==> config.mk <==
export PLATFORM = sky130hd
export DESIGN_NAME = flash_host_ctrl
export DESIGN_NICKNAME = d
export VERILOG_FILES = /design/src/design/flash_host_pkg.sv /design/src/design/flash_cycle_if.sv /design/src/design/flash_host_ctrl.sv /design/src/design/flash_pin_cycle.sv /design/src/design/flash_status_poller.sv
export SDC_FILE = /design/constraint.sdc
export NUM_CORES = 1
export LEC_CHECK = 0
export ABC_AREA = 1
export BUFFER_PORTS_ARGS = -buffer_cell sky130_fd_sc_hd__buf_2
export CAP_MARGIN = 15
export CORE_MARGIN = 2
export CORE_UTILIZATION = 55
export DETAILED_ROUTE_END_ITERATION = 16
export GPL_TIMING_DRIVEN = 0
export PLACE_DENSITY = 0.81
export SYNTH_ARGS = -nofsm -noshare
export SYNTH_HDL_FRONTEND = slang
export SYNTH_HIERARCHICAL = 1
export SYNTH_SLANG_ARGS = --single-unit
==> constraint.sdc <==
create_clock -name clk_in -period 5.61 [get_ports clk_in]
set_input_delay 1.122 -clock clk_in [delete_from_list [all_inputs] [get_ports clk_in]]
set_output_delay 1.122 -clock clk_in [all_outputs]
set_load 0.02 [all_outputs]
==> src/design/flash_host_pkg.sv <==
// constants and types for the parallel flash host controller
// assumes a 250 MHz single clock; pin timing is built from whole cycles
package flash_host_pkg;
  localparam int unsigned CLK_PERIOD_NS   = 4;
  // strobe timing in ns, counts rounded up
  localparam int unsigned STROBE_LOW_NS   = 60;
  localparam int unsigned STROBE_HIGH_NS  = 30;
  localparam int unsigned READ_ACCESS_NS  = 130;
  localparam int unsigned STROBE_LOW_CYC  = (STROBE_LOW_NS + CLK_PERIOD_NS - 1) / CLK_PERIOD_NS;
  localparam int unsigned STROBE_HIGH_CYC = (STROBE_HIGH_NS + CLK_PERIOD_NS - 1) / CLK_PERIOD_NS;
  localparam int unsigned READ_ACCESS_CYC = (READ_ACCESS_NS + CLK_PERIOD_NS - 1) / CLK_PERIOD_NS;
  localparam int unsigned TIMER_W         = 8;

  // register offsets of the controller's own register file
  localparam logic [3:0] REG_CTRL   = 4'h0;
  localparam logic [3:0] REG_ADDR   = 4'h1;
  localparam logic [3:0] REG_WDATA  = 4'h2;
  localparam logic [3:0] REG_STATUS = 4'h3;
  localparam logic [3:0] REG_RDATA  = 4'h4;

  // command codes written to the control register
  localparam logic [2:0] CMD_WRITE    = 3'h1;
  localparam logic [2:0] CMD_READ     = 3'h2;
  localparam logic [2:0] CMD_POLL     = 3'h3;
  localparam logic [2:0] CMD_PROTECT  = 3'h4;
  localparam logic [2:0] CMD_UNPROT   = 3'h5;
  localparam logic [2:0] CMD_VERIFY   = 3'h6;

  // reset command byte sent after a failed operation; arbitrary value, set to the part in use
  localparam logic [7:0] RESET_CMD_CODE = 8'hff;

  // status byte bit positions on the flash data bus, then control bit positions on the flash address bus
  localparam int unsigned POLLING_BIT_POS     = 7;
  localparam int unsigned BUSY_TOGGLE_POS     = 6;
  localparam int unsigned TIMING_LIMIT_POS    = 5;
  localparam int unsigned ERASE_WINDOW_POS    = 3;
  localparam int unsigned SECTOR_TOGGLE_POS   = 2;
  localparam int unsigned PROTECT_BIT_POS     = 0;
  localparam int unsigned HV_ID_ADDR_POS      = 9;
  localparam int unsigned PROT_DIR_ADDR_POS   = 6;
  localparam int unsigned ID_SEL_ADDR_POS     = 1;

  // poll result codes
  localparam logic [1:0] POLL_DONE   = 2'h1;
  localparam logic [1:0] POLL_FAILED = 2'h2;

  typedef enum logic [4:0] {
    CYC_IDLE  = 5'b00001,
    CYC_SETUP = 5'b00010,
    CYC_LOW   = 5'b00100,
    CYC_HIGH  = 5'b01000,
    CYC_DONE  = 5'b10000
  } cycle_state_t;

  typedef enum logic [5:0] {
    PL_IDLE   = 6'b000001,
    PL_FIRST  = 6'b000010,
    PL_SECOND = 6'b000100,
    PL_THIRD  = 6'b001000,
    PL_FOURTH = 6'b010000,
    PL_END    = 6'b100000
  } poll_state_t;
endpackage

==> src/design/flash_cycle_if.sv <==
// request and answer between the controller and its pin cycle engine
// assumes one clock shared by both ends
`timescale 1ns/100ps
`default_nettype none
interface flash_cycle_if;
  logic        req;
  logic        is_write;
  logic        hv_mode;
  logic        hv_oe;
  logic [18:0] addr;
  logic [7:0]  wdata;
  logic        done;
  logic [7:0]  rdata;
  modport ctrl (output req, is_write, hv_mode, hv_oe, addr, wdata, input done, rdata);
  modport engine (input req, is_write, hv_mode, hv_oe, addr, wdata, output done, rdata);
endinterface
`default_nettype wire

==> src/design/flash_host_ctrl.sv <==
// host controller for a byte-wide parallel flash: register port, pins, status polling
// assumes software drives the plain register port synchronously to clk_in
//
// Contract
// - Host reads status twice in a row; unchanged toggle means done.
// - Toggling with timing flag high: recheck; still toggling means failed, reset.
// - Host restarts polling from the first double read after leaving it.
// - After erase timeout host writes reset before new sequences.
// - Host checks window flag before and after each added sector erase command; the code does not, it only keeps the polled status byte for software.
// - Writes only with chip select and write low and output enable high.
// - Protect: elevated voltage on id pin and oe, direction pin low, ce low.
// - Unprotect: elevated voltage on oe and id pin, direction pin high.
// - Equipment protects all sectors before running chip unprotect; the code runs unprotect anyway, prot_all_q only records a prior protect.
//
// The address map and the plain strobed port were left to the implementer.
`timescale 1ns/100ps
`default_nettype none
module flash_host_ctrl
  import flash_host_pkg::*;
(
  input  wire logic        clk_in,
  input  wire logic        rstn_in,
  input  wire logic [3:0]  reg_addr_in,
  input  wire logic [31:0] reg_wdata_in,
  input  wire logic        reg_wr_in,
  input  wire logic        reg_rd_in,
  output logic [31:0]      reg_rdata_out,
  output logic             flash_ce_n_out,
  output logic             flash_oe_n_out,
  output logic             flash_we_n_out,
  output logic [18:0]      flash_addr_out,
  output logic [7:0]       flash_dq_out,
  output logic             flash_dq_oe_out,
  input  wire logic [7:0]  flash_dq_in,
  output logic             elevated_id_voltage_addr_out,
  output logic             elevated_id_voltage_oe_out
);
  logic        rst_sync1_q;
  logic        rst_n;
  logic        busy_q;
  logic        err_q;
  logic [2:0]  cmd_q;
  logic        sector_sel_q;
  logic [18:0] addr_reg_q;
  logic [7:0]  wdata_reg_q;
  logic [7:0]  rdata_reg_q;
  logic [1:0]  poll_res_q;
  logic [7:0]  poll_stat_q;
  logic        prot_all_q;
  logic        cyc_req_q;
  logic        poll_start_q;
  logic        poll_rd_req;
  logic        poll_fin;
  logic [1:0]  poll_result;
  logic [7:0]  poll_status;
  logic        ctrl_wr;
  logic        protect_seen_q;
  logic        need_reset_q;
  logic        refuse_wr;

  flash_cycle_if cyc ();

  // reset release through two flip-flops
  always_ff @(posedge clk_in or negedge rstn_in) begin
    if (!rstn_in) begin
      rst_sync1_q <= 1'b0;
      rst_n       <= 1'b0;
    end else begin
      rst_sync1_q <= 1'b1;
      rst_n       <= rst_sync1_q;
    end
  end

  // register access decode
  function automatic logic is_reg(input logic [3:0] a, input logic [3:0] off);
    is_reg = (a == off);
  endfunction

  assign ctrl_wr = reg_wr_in && is_reg(reg_addr_in, REG_CTRL);

  // after a failed poll, program and protect wait until the reset code has gone out
  assign refuse_wr = need_reset_q &&
                     (reg_wdata_in[2:0] == CMD_PROTECT || reg_wdata_in[2:0] == CMD_UNPROT ||
                      (reg_wdata_in[2:0] == CMD_WRITE && wdata_reg_q != RESET_CMD_CODE));

  // a failed poll leaves the flash locked until the host writes the reset code
  always_ff @(posedge clk_in or negedge rst_n) begin
    if (!rst_n) begin
      need_reset_q <= 1'b0;
    end else if (poll_fin && poll_result == POLL_FAILED) begin
      need_reset_q <= 1'b1;
    end else if (ctrl_wr && !busy_q && !refuse_wr && reg_wdata_in[2:0] == CMD_WRITE) begin
      need_reset_q <= 1'b0;
    end
  end

  // address and write data registers
  always_ff @(posedge clk_in or negedge rst_n) begin
    if (!rst_n) begin
      addr_reg_q  <= '0;
      wdata_reg_q <= '0;
    end else if (reg_wr_in && !busy_q) begin
      if (is_reg(reg_addr_in, REG_ADDR)) begin
        addr_reg_q <= reg_wdata_in[18:0];
      end else if (is_reg(reg_addr_in, REG_WDATA)) begin
        wdata_reg_q <= reg_wdata_in[7:0];
      end
    end
  end

  // command acceptance; commands while busy are refused and flagged
  always_ff @(posedge clk_in or negedge rst_n) begin
    if (!rst_n) begin
      busy_q       <= 1'b0;
      err_q        <= 1'b0;
      cmd_q        <= '0;
      sector_sel_q <= 1'b0;
      cyc_req_q    <= 1'b0;
      poll_start_q <= 1'b0;
    end else begin
      cyc_req_q    <= 1'b0;
      poll_start_q <= 1'b0;
      if (ctrl_wr && (busy_q || refuse_wr)) begin
        err_q <= 1'b1;
      end else if (ctrl_wr && reg_wdata_in[2:0] != 3'h0) begin
        busy_q       <= 1'b1;
        err_q        <= 1'b0;
        cmd_q        <= reg_wdata_in[2:0];
        sector_sel_q <= reg_wdata_in[4];
        if (reg_wdata_in[2:0] == CMD_POLL) begin
          poll_start_q <= 1'b1;
        end else begin
          cyc_req_q <= 1'b1;
        end
      end else if (busy_q && (cyc.done && cmd_q != CMD_POLL || poll_fin)) begin
        busy_q <= 1'b0;
      end
    end
  end

  // cycle request mux between direct commands and the poller
  always_comb begin
    cyc.req      = cyc_req_q || poll_rd_req;
    cyc.is_write = (cmd_q == CMD_WRITE) || (cmd_q == CMD_PROTECT) || (cmd_q == CMD_UNPROT);
    cyc.hv_mode  = (cmd_q == CMD_PROTECT) || (cmd_q == CMD_UNPROT) || (cmd_q == CMD_VERIFY);
    cyc.hv_oe    = (cmd_q == CMD_PROTECT) || (cmd_q == CMD_UNPROT);
    cyc.wdata    = wdata_reg_q;
    cyc.addr     = addr_reg_q;
    if (cmd_q == CMD_PROTECT) begin
      cyc.addr[PROT_DIR_ADDR_POS] = 1'b0;
    end else if (cmd_q == CMD_UNPROT) begin
      cyc.addr[PROT_DIR_ADDR_POS] = 1'b1;
    end else if (cmd_q == CMD_VERIFY) begin
      cyc.addr[ID_SEL_ADDR_POS] = 1'b1;
    end
    if (cyc.hv_mode) begin
      cyc.addr[HV_ID_ADDR_POS] = 1'b1;
    end
  end

  // last read result; verify reads keep only the protect bit
  always_ff @(posedge clk_in or negedge rst_n) begin
    if (!rst_n) begin
      rdata_reg_q <= '0;
    end else if (cyc.done && cmd_q == CMD_READ) begin
      rdata_reg_q <= cyc.rdata;
    end else if (cyc.done && cmd_q == CMD_VERIFY) begin
      rdata_reg_q <= {7'h00, cyc.rdata[PROTECT_BIT_POS]};
    end
  end

  // poll outcome capture; the kept status byte lets software see the erase window flag
  always_ff @(posedge clk_in or negedge rst_n) begin
    if (!rst_n) begin
      poll_res_q  <= '0;
      poll_stat_q <= '0;
    end else if (poll_start_q) begin
      poll_res_q <= '0;
    end else if (poll_fin) begin
      poll_res_q  <= poll_result;
      poll_stat_q <= poll_status;
    end
  end

  // track that a protect pass has run since reset or the last unprotect, advised before unprotect
  always_ff @(posedge clk_in or negedge rst_n) begin
    if (!rst_n) begin
      protect_seen_q <= 1'b0;
      prot_all_q     <= 1'b0;
    end else if (cyc.done && cmd_q == CMD_PROTECT) begin
      protect_seen_q <= 1'b1;
    end else if (cyc.done && cmd_q == CMD_UNPROT) begin
      prot_all_q     <= protect_seen_q;
      protect_seen_q <= 1'b0;
    end
  end

  // read port, data one cycle after the strobe
  always_ff @(posedge clk_in or negedge rst_n) begin
    if (!rst_n) begin
      reg_rdata_out <= '0;
    end else if (reg_rd_in) begin
      if (is_reg(reg_addr_in, REG_CTRL)) begin
        reg_rdata_out <= {27'h0, sector_sel_q, 1'b0, cmd_q};
      end else if (is_reg(reg_addr_in, REG_ADDR)) begin
        reg_rdata_out <= {13'h0, addr_reg_q};
      end else if (is_reg(reg_addr_in, REG_WDATA)) begin
        reg_rdata_out <= {24'h0, wdata_reg_q};
      end else if (is_reg(reg_addr_in, REG_STATUS)) begin
        reg_rdata_out <= {16'h0, poll_stat_q, 3'h0, prot_all_q, poll_res_q, err_q, busy_q};
      end else if (is_reg(reg_addr_in, REG_RDATA)) begin
        reg_rdata_out <= {24'h0, rdata_reg_q};
      end else begin
        reg_rdata_out <= '0;
      end
    end else begin
      reg_rdata_out <= '0;
    end
  end

  flash_status_poller u_poller (
    .clk            (clk_in),
    .rst_n          (rst_n),
    .start          (poll_start_q),
    .use_sector_bit (sector_sel_q),
    .rd_done        (cyc.done),
    .rd_data        (cyc.rdata),
    .rd_req         (poll_rd_req),
    .fin            (poll_fin),
    .result         (poll_result),
    .last_status    (poll_status)
  );

  flash_pin_cycle u_cycle (
    .clk     (clk_in),
    .rst_n   (rst_n),
    .cyc     (cyc),
    .ce_n_q  (flash_ce_n_out),
    .oe_n_q  (flash_oe_n_out),
    .we_n_q  (flash_we_n_out),
    .addr_q  (flash_addr_out),
    .dq_o_q  (flash_dq_out),
    .dq_oe_q (flash_dq_oe_out),
    .hv_id_q (elevated_id_voltage_addr_out),
    .hv_oe_q (elevated_id_voltage_oe_out),
    .dq_in   (flash_dq_in)
  );

  // elevated oe voltage only in protect or unprotect with oe released high
  property p_hv_oe_mode;
    @(posedge clk_in) disable iff (!rst_n)
      elevated_id_voltage_oe_out |-> elevated_id_voltage_addr_out && flash_oe_n_out;
  endproperty
  a_hv_oe_mode: assert property (p_hv_oe_mode) else $error("elevated oe outside protect");

  // protect strobes keep the direction pin low
  property p_protect_dir;
    @(posedge clk_in) disable iff (!rst_n)
      !flash_we_n_out && elevated_id_voltage_oe_out && cmd_q == CMD_PROTECT
      |-> !flash_addr_out[PROT_DIR_ADDR_POS];
  endproperty
  a_protect_dir: assert property (p_protect_dir) else $error("direction pin high in protect");

  // unprotect strobes keep the direction pin high
  property p_unprot_dir;
    @(posedge clk_in) disable iff (!rst_n)
      !flash_we_n_out && cmd_q == CMD_UNPROT |-> flash_addr_out[PROT_DIR_ADDR_POS];
  endproperty
  a_unprot_dir: assert property (p_unprot_dir) else $error("direction pin low in unprotect");

  // verify reads drive id select high
  property p_verify_sel;
    @(posedge clk_in) disable iff (!rst_n)
      !flash_oe_n_out && cmd_q == CMD_VERIFY |-> flash_addr_out[ID_SEL_ADDR_POS];
  endproperty
  a_verify_sel: assert property (p_verify_sel) else $error("id select low in verify");

  // a poll start only happens while busy is set
  property p_poll_busy;
    @(posedge clk_in) disable iff (!rst_n) poll_start_q |-> busy_q;
  endproperty
  a_poll_busy: assert property (p_poll_busy) else $error("poll without busy");

  // reads answer one cycle after the strobe and are zero otherwise
  property p_rdata_idle;
    @(posedge clk_in) disable iff (!rst_n) !$past(reg_rd_in) |-> reg_rdata_out == 32'h0000_0000;
  endproperty
  a_rdata_idle: assert property (p_rdata_idle) else $error("read data outside slot");

  // a write refused for want of the reset code flags an error and starts no cycle
  property p_reset_first;
    @(posedge clk_in) disable iff (!rst_n) ctrl_wr && refuse_wr |=> err_q && !cyc_req_q;
  endproperty
  a_reset_first: assert property (p_reset_first) else $error("write before reset code");
endmodule
`default_nettype wire

==> src/design/flash_pin_cycle.sv <==
// one read, write or high-voltage strobe cycle on the flash pins
// assumes the data pins are sampled synchronously at the end of access
`timescale 1ns/100ps
`default_nettype none
module flash_pin_cycle
  import flash_host_pkg::*;
(
  input  wire logic            clk,
  input  wire logic            rst_n,
  flash_cycle_if.engine        cyc,
  output logic                 ce_n_q,
  output logic                 oe_n_q,
  output logic                 we_n_q,
  output logic [18:0]          addr_q,
  output logic [7:0]           dq_o_q,
  output logic                 dq_oe_q,
  output logic                 hv_id_q,
  output logic                 hv_oe_q,
  input  wire logic [7:0]      dq_in
);
  cycle_state_t       state_q;
  logic [TIMER_W-1:0] timer_q;
  logic               wr_q;
  logic [7:0]         rdata_q;
  logic               done_q;

  assign cyc.done  = done_q;
  assign cyc.rdata = rdata_q;

  // cycle sequencer; oe stays high over any write so the write is not inhibited
  always_ff @(posedge clk or negedge rst_n) begin
    if (!rst_n) begin
      state_q <= CYC_IDLE;
      timer_q <= '0;
      wr_q    <= 1'b0;
      ce_n_q  <= 1'b1;
      oe_n_q  <= 1'b1;
      we_n_q  <= 1'b1;
      addr_q  <= '0;
      dq_o_q  <= '0;
      dq_oe_q <= 1'b0;
      hv_id_q <= 1'b0;
      hv_oe_q <= 1'b0;
      done_q  <= 1'b0;
      rdata_q <= '0;
    end else begin
      done_q <= 1'b0;
      case (state_q)
        CYC_IDLE: begin
          if (cyc.req) begin
            wr_q    <= cyc.is_write;
            addr_q  <= cyc.addr;
            dq_o_q  <= cyc.wdata;
            hv_id_q <= cyc.hv_mode;
            hv_oe_q <= cyc.hv_oe;
            ce_n_q  <= 1'b0;
            timer_q <= TIMER_W'(STROBE_HIGH_CYC);
            state_q <= CYC_SETUP;
          end
        end
        CYC_SETUP: begin
          if (timer_q > 1) begin
            timer_q <= timer_q - 1'b1;
          end else begin
            // write: ce and we low with oe high; read: oe low with we high
            we_n_q  <= ~wr_q;
            oe_n_q  <= wr_q;
            dq_oe_q <= wr_q;
            timer_q <= wr_q ? TIMER_W'(STROBE_LOW_CYC) : TIMER_W'(READ_ACCESS_CYC);
            state_q <= CYC_LOW;
          end
        end
        CYC_LOW: begin
          if (timer_q > 1) begin
            timer_q <= timer_q - 1'b1;
          end else begin
            rdata_q <= dq_in;
            we_n_q  <= 1'b1;
            oe_n_q  <= 1'b1;
            ce_n_q  <= 1'b1;
            timer_q <= TIMER_W'(STROBE_HIGH_CYC);
            state_q <= CYC_HIGH;
          end
        end
        CYC_HIGH: begin
          if (timer_q > 1) begin
            timer_q <= timer_q - 1'b1;
          end else begin
            dq_oe_q <= 1'b0;
            hv_id_q <= 1'b0;
            hv_oe_q <= 1'b0;
            state_q <= CYC_DONE;
          end
        end
        CYC_DONE: begin
          done_q  <= 1'b1;
          state_q <= CYC_IDLE;
        end
        default: state_q <= CYC_IDLE;
      endcase
    end
  end

  // never a write strobe while output enable is low
  property p_no_write_with_oe;
    @(posedge clk) disable iff (!rst_n) !we_n_q |-> oe_n_q;
  endproperty
  a_no_write_with_oe: assert property (p_no_write_with_oe) else $error("we low with oe low");

  // a write pulse stays low for at least 8 cycles
  property p_write_width;
    @(posedge clk) disable iff (!rst_n) $fell(we_n_q) |-> !we_n_q [*8];
  endproperty
  a_write_width: assert property (p_write_width) else $error("write pulse too short");
endmodule
`default_nettype wire

==> src/design/flash_status_poller.sv <==
// toggle status poller: double read, timing flag check, final recheck
// assumes the cycle engine serves one read at a time
`timescale 1ns/100ps
`default_nettype none
module flash_status_poller
  import flash_host_pkg::*;
(
  input  wire logic        clk,
  input  wire logic        rst_n,
  input  wire logic        start,
  input  wire logic        use_sector_bit,
  input  wire logic        rd_done,
  input  wire logic [7:0]  rd_data,
  output logic             rd_req,
  output logic             fin,
  output logic [1:0]       result,
  output logic [7:0]       last_status
);
  poll_state_t state_q;
  logic        prev_q;
  logic        bit_now;

  // pick the toggle bit under watch
  always_comb begin
    bit_now = use_sector_bit ? rd_data[SECTOR_TOGGLE_POS] : rd_data[BUSY_TOGGLE_POS];
  end

  // poll algorithm; a fresh start always begins with the first double read
  always_ff @(posedge clk or negedge rst_n) begin
    if (!rst_n) begin
      state_q     <= PL_IDLE;
      prev_q      <= 1'b0;
      rd_req      <= 1'b0;
      fin         <= 1'b0;
      result      <= '0;
      last_status <= '0;
    end else begin
      rd_req <= 1'b0;
      fin    <= 1'b0;
      case (state_q)
        PL_IDLE: begin
          if (start) begin
            rd_req  <= 1'b1;
            state_q <= PL_FIRST;
          end
        end
        PL_FIRST: begin
          if (rd_done) begin
            prev_q  <= bit_now;
            rd_req  <= 1'b1;
            state_q <= PL_SECOND;
          end
        end
        PL_SECOND: begin
          if (rd_done) begin
            last_status <= rd_data;
            prev_q      <= bit_now;
            if (bit_now == prev_q) begin
              result  <= POLL_DONE;
              state_q <= PL_END;
            end else if (rd_data[TIMING_LIMIT_POS]) begin
              rd_req  <= 1'b1;
              state_q <= PL_THIRD;
            end else begin
              rd_req  <= 1'b1;
              state_q <= PL_FIRST;
            end
          end
        end
        PL_THIRD: begin
          if (rd_done) begin
            prev_q  <= bit_now;
            rd_req  <= 1'b1;
            state_q <= PL_FOURTH;
          end
        end
        PL_FOURTH: begin
          if (rd_done) begin
            last_status <= rd_data;
            result      <= (bit_now == prev_q) ? POLL_DONE : POLL_FAILED;
            state_q     <= PL_END;
          end
        end
        PL_END: begin
          fin     <= 1'b1;
          state_q <= PL_IDLE;
        end
        default: state_q <= PL_IDLE;
      endcase
    end
  end

  // finish always follows the end state by one cycle
  property p_fin_after_end;
    @(posedge clk) disable iff (!rst_n) (state_q == PL_END) |=> fin;
  endproperty
  a_fin_after_end: assert property (p_fin_after_end) else $error("no finish pulse");

  // a failure verdict is only reached through the recheck
  property p_fail_path;
    @(posedge clk) disable iff (!rst_n) $rose(fin) && result == POLL_FAILED |-> $past(state_q, 2) == PL_FOURTH;
  endproperty
  a_fail_path: assert property (p_fail_path) else $error("failure without recheck");
endmodule
`default_nettype wire

After elaboration in Yosys (flattened, before gate mapping)
Index checks and enable logic that the tools add are counted.
{ "totals": {"ram_bits": 0, "in_bits": 48, "register_bits": 165, "word_cells": 220, "rom_bits": 0, "out_inout_bits": 65, "memories": 0, "latch_bits": 0} }
{ "op_classes": {"n_lt_le_gt_ge": 1, "n_addsub": 1, "n_eq_ne": 39, "mul": 0, "div_mod_pow": 0, "shifts": 0, "reduce_logical": 62, "bitwise_logic": 6, "mux": 75} }
{ "op_table": {"columns": ["cell", "count"], "rows": [
  ["$mux W8", 7],
  ["$mux W6", 7],
  ["$mux W19", 2],
  ["$mux W1", 34],
  ["$mux W16", 2],
  ["$mux W32", 1],
  ["$pmux W8 S4", 1],
  ["$pmux W6 S5", 1],
  ["$reduce_bool A2 Y1", 11],
  ["$mux W5", 4],
  ["$pmux W5 S4", 1],
  ["$reduce_and A2 Y1", 9],
  ["$reduce_and A3 Y1", 6],
  ["$logic_and A1 B1 Y1", 16],
  ["$eq A3 B3 Y1 const B", 5],
  ["$mux W2", 6],
  ["$ne A2 B1 Y1 const B", 6],
  ["$pmux W1 S2", 6],
  ["$ne A2 B2 Y1 const B", 5],
  ["$logic_or A1 B1 Y1", 9],
  ["$eq A4 B2 Y1 const B", 2],
  ["$gt A8 B1 Y1 const B", 1],
  ["$ne A8 B8 Y1 const B", 1],
  ["$reduce_and A4 Y1", 2],
  ["30 further kinds", 39]
]} }

Longest topological paths before layout
{ "depth": {"depth_word": 9, "ltp_mapped": 13} }

Cells and area by module
The synthesis kept the hierarchy.
{ "by_module_without_submodules": {"columns": ["mod", "seq_area_each_um2", "instances", "cells_per_inst", "area_each_um2"], "rows": [
  ["flash_host_ctrl", 1926.8, 1, 366, 3445.8],
  ["flash_pin_cycle", 1406.3, 1, 321, 2598.7],
  ["flash_status_poller", 476.7, 1, 117, 985.9]
]} }

Least setup slack after synthesis
No wires, ideal clock.
{ "synth_path": {"path_kind": "input to register", "from": "in reg_addr_in[2]", "to": "reg wdata_reg_q[3] (netlist: cyc.wdata[3])", "arrival_time_ns": 1.955, "slack_ns": 3.537, "t_required_ns": 5.493, "path_stages": 7, "path_cell_list": "nor2_2 -> nand2_1 -> nor2_4 -> nand2_2 -> buf_6 -> nand2_1 -> o21ai_2"} }
{ "synth_via": {"elab_chain_len": 3, "word_cells_on_any_way": 4} }
{ "synth_rtl": {"columns": ["element", "line_no", "text"], "rows": [
  ["from (decl)", "flash_host_ctrl.sv:23", "input wire logic [3:0] reg_addr_in,"],
  ["$eq A4 B1 Y1", "flash_host_ctrl.sv:76", "is_reg = (a == off);"],
  ["$not A1 Y1 (no source line)", null, null],
  ["$reduce_and A3 Y1 (no source line) (*)", null, null],
  ["to (signal assigned)", "flash_host_ctrl.sv:106", "wdata_reg_q <= reg_wdata_in[7:0];"],
  ["to (decl)", "flash_host_ctrl.sv:45", "logic [7:0] wdata_reg_q;"]
]} }
Every way passes the cells marked *; elsewhere a longest branch is shown, timed or not.
A chain may end at the register's enable or synchronous reset.

Worst setup path after layout
{ "layout_path": {"from": "reg u_cycle.we_n_q", "to": "out flash_we_n_out"} }
{ "layout_lines": {"columns": ["element", "line_no", "text"], "rows": [
  ["from (decl)", "flash_pin_cycle.sv:13", "output logic we_n_q,"],
  ["from (signal assigned)", "flash_pin_cycle.sv:66", "we_n_q <= ~wr_q;"],
  ["to (decl)", "flash_host_ctrl.sv:30", "output logic flash_we_n_out,"]
]} }
No word-level cell between the ends.

==> metrics.md <==
| Metric | Value |
|---|---|
| Initial Util | `0.559` |
| Clock buffer depth | `2` |
| Synth area leader | `dfrtp_1` |
| CTS root buffer | `clkbuf_16` |
| Core area | `between 10000 and 15000 um^2` |
| Antenna diodes | `0` |
| Pins Over Slew Limit | `0` |
| Global-route wire length before repair | `approximately 26 mm` |
| Post-CTS setup buffers | `0` |
| Share of cells above drive strength 1 | `0.242` |
| Ports | `roughly 110` |
| Hpwl dp | `approximately 11 mm` |
| Max_slew headroom | `0.633` |
| Syn_area_per_cell | `between 8 and 9 um^2` |
| Total Wirelength | `approximately 16 mm` |
| Vias per cell | `between 5 and 6` |
| Clock transition at path regs | `roughly 0.060 ns` |
| Post-synthesis sequential area ratio | `0.542` |
| Yosys cell types | `40` |
| Final WS setup | `between 3 and 4 ns` |
| Fmax | `450 MHz` |
| FF+latch count, synth | `152` |
| Mapped Area | `between 7000 and 8000 um^2` |
| Crit-path slowest cell | `dfstp_2` |
| Fin area | `approximately 8400 um^2` |
| Num Clock Sinks | `approximately 150` |
| Fin Hold WS | `0.213 ns` |
| CP Class | `flop to primary output` |
| Worst setup EP type | `primary output` |
| RSZ-0062 raised after global routing | `false` |
| Gpl congestion | `0.935` |
| Largest stage delay, worst path | `between 0.5 and 0.6 ns` |
| Static leakage | `roughly 4.6 nW` |
| Layout Nets | `between 900 and 1000` |
| Pre-CTS setup slack | `around 3.2 ns` |
| Post-CTS Hold Fix Bufs | `0` |
| YS warnings | `6` |
| Initial antenna violation count | `0` |
| Worst Hold Class | `flop to async pin` |
| Clock network latency to the later pin of the worst-skew pair | `between 0.4 and 0.5 ns` |
| Cells after synthesis | `roughly 800` |
| Non-filler instance count after layout | `about 1100` |
| Post-cts gate resize count | `0` |
| Crit path DAT | `1.10 ns` |
| TritonRoute pass-1 iters | `5` |
| Fill cells | `about 1000` |
| Drt initial violations | `roughly 440` |
| # Max-Cap Violations | `0` |
| Placement Cell Area | `approximately 7800 um^2` |
| Depth of the CTS H-tree | `4` |
| GR Overflow Total | `0` |
| Port Buffer Count | `85` |
| Via count | `~5700` |
| Setup violations, final | `0` |
| Top delay family on crit path | `flip-flops` |
| Vias in the first global route | `about 5400` |
| Power per cell area | `between 300 and 400 nW/um^2` |
| CTS tree | `yes` |
| Worst-margin pin slew | `~0.55 ns` |
| DRC Markers | `0` |
| Final antenna-violating net count | `0` |
| Layout Skew | `around 0.0038 ns` |
| Syn-to-layout area delta | `18.8%` |
| Worst setup SP type | `flop` |
| Wire length per cell | `14.2 um` |
| Area contributors post-synth | `dfrtp_1 52%, nand2_1 15%, inv_1 3.9%, nand3_1 3.6%, o21ai_0 2.5%` |
| Largest net degree at the start of global routing | `70` |
| CP bufs+invs | `1` |
| Crit. path cell count | `1` |
| R2R depth | `10` |
| Die width | `117 um` |
| Post-layout min period | `about 2.2 ns` |
| Row cnt | `41` |
| Total power | `between 2 and 3 mW` |
| Cell total after placement | `roughly 1100` |
| Global Route Usage Sum | `0.250` |
| Critical path required time | `about 4.5 ns` |
| Total CTS buffers | `17` |
| Worst VDD drop | `191 uV` |
| DIE AREA | `between 10000 and 15000 um^2` |
| CP cell instances | `buf_2` |
| Fin. Hold Viols | `0` |
| Chip Height | `between 100 and 150 um` |
| Period utilisation layout | `0.397` |
| Share of the synthesized area in the top cell type | `0.523` |
| Outcome | `completed` |
| CP max FO | `2` |
area by class of cell:
cell class | instances | area (um^2) | area share
clock buffers | 23 | 488 | 0.0584
inverters | 87 | 329 | 0.0394
plain buffers | 30 | 194 | 0.0232
flip-flops and latches | 152 | 3810 | 0.456
repair buffers | 87 | 480 | 0.0575
well taps | 172 | 215 | 0.0258
clock inverters | 7 | 92.6 | 0.0111
multi-input cells | 547 | 2740 | 0.328
synth_stat cells, drive strengths merged:
cell type / count
or2: 2
inv: 83
mux2: 16
dfstp: 5
nand3b: 3
clkbuf: 5
o21a: 1
buf: 25
nor3: 5
xor2: 3
o21ai: 48
and3: 1
o211ai: 3
dfrtp: 147
clkinv: 4
conb: 2
o221ai: 1
nand2: 296
a21oi: 24
nand3: 55
ha: 2
nand4: 11
nor2: 61
a211oi: 1
report_power, final:
part / internal [mW] / switching (mW) / total [mW]
registers: 1.23 / 0.0979 / 1.33
clock network: 0.697 / 0.428 / 1.13
logic: 0.179 / 0.324 / 0.503
cells by family after synthesis:
logic type      after synthesis  share of synthesized area
simple gates                434                      0.282
flops                       152                      0.542
buf+inv                     117                     0.0744
compound gates               78                     0.0632
mux                          16                     0.0299
xor+xnor                      3                    0.00374
fa+ha+maj                     2                    0.00356
other cells                   2                    0.00107
metal layers:
metal	vias to the layer above	wire, um	GRT usage
li1	2748	-	-
met1	2695	7030	0.347
met2	180	7490	0.392
met3	28	848	0.0556
met4	0	304	0.0886
met5	-	0	0
placed cells by master (no fill, tap or decap), types with 11 or more instances in the layout:
cell type / netlist / final
a21oi_1: 22 / 22
nand2_2: 11 / 11
buf_4: 15 / 15
nor2_1: 42 / 42
nand3_1: 51 / 51
inv_1: 73 / 73
nand2_1: 280 / 280
conb_1: 2 / 14
clkbuf_16: 0 / 17
buf_2: 8 / 93
o21ai_0: 35 / 35
dfrtp_1: 147 / 146
per-stage QoR:
step	TNS, ns	utilization
global placement	-66.60	0.614
CTS	0	0.665
detailed placement	0	0.619
floorplan	0	-
finish	0	0.665
global route	0	0.665
sequential cells by signal (all words and copies together) (netlist names), 6 cells and up:
name / count
u_cycle/cyc.rdata: 8
u_cycle/dq_o_q: 8
cyc.wdata: 8
rdata_reg_q: 8
u_cycle/timer_q: 8
u_cycle/addr_q: 19
reg_rdata_out: 19
addr_reg_q: 19
u_poller/state_q: 6
u_poller/last_status: 8
poll_stat_q: 8
worst paths after layout:
kind | slack, ns | start | endpoint
min reg2reg | 0.21 | rst_n | need_reset_q
min in group clk_in | 0.35 | rst_sync1_q | rst_n
min | 0.21 | rst_n | need_reset_q
max reg2reg | 3.74 | u_cycle/timer_q[0] | u_cycle/cyc.rdata[3]
max in group asynchronous | 4.74 | rst_n | u_cycle/ce_n_q
max | 3.39 | u_cycle/we_n_q | flash_we_n_out
Power figures use the tool's default switching activity.
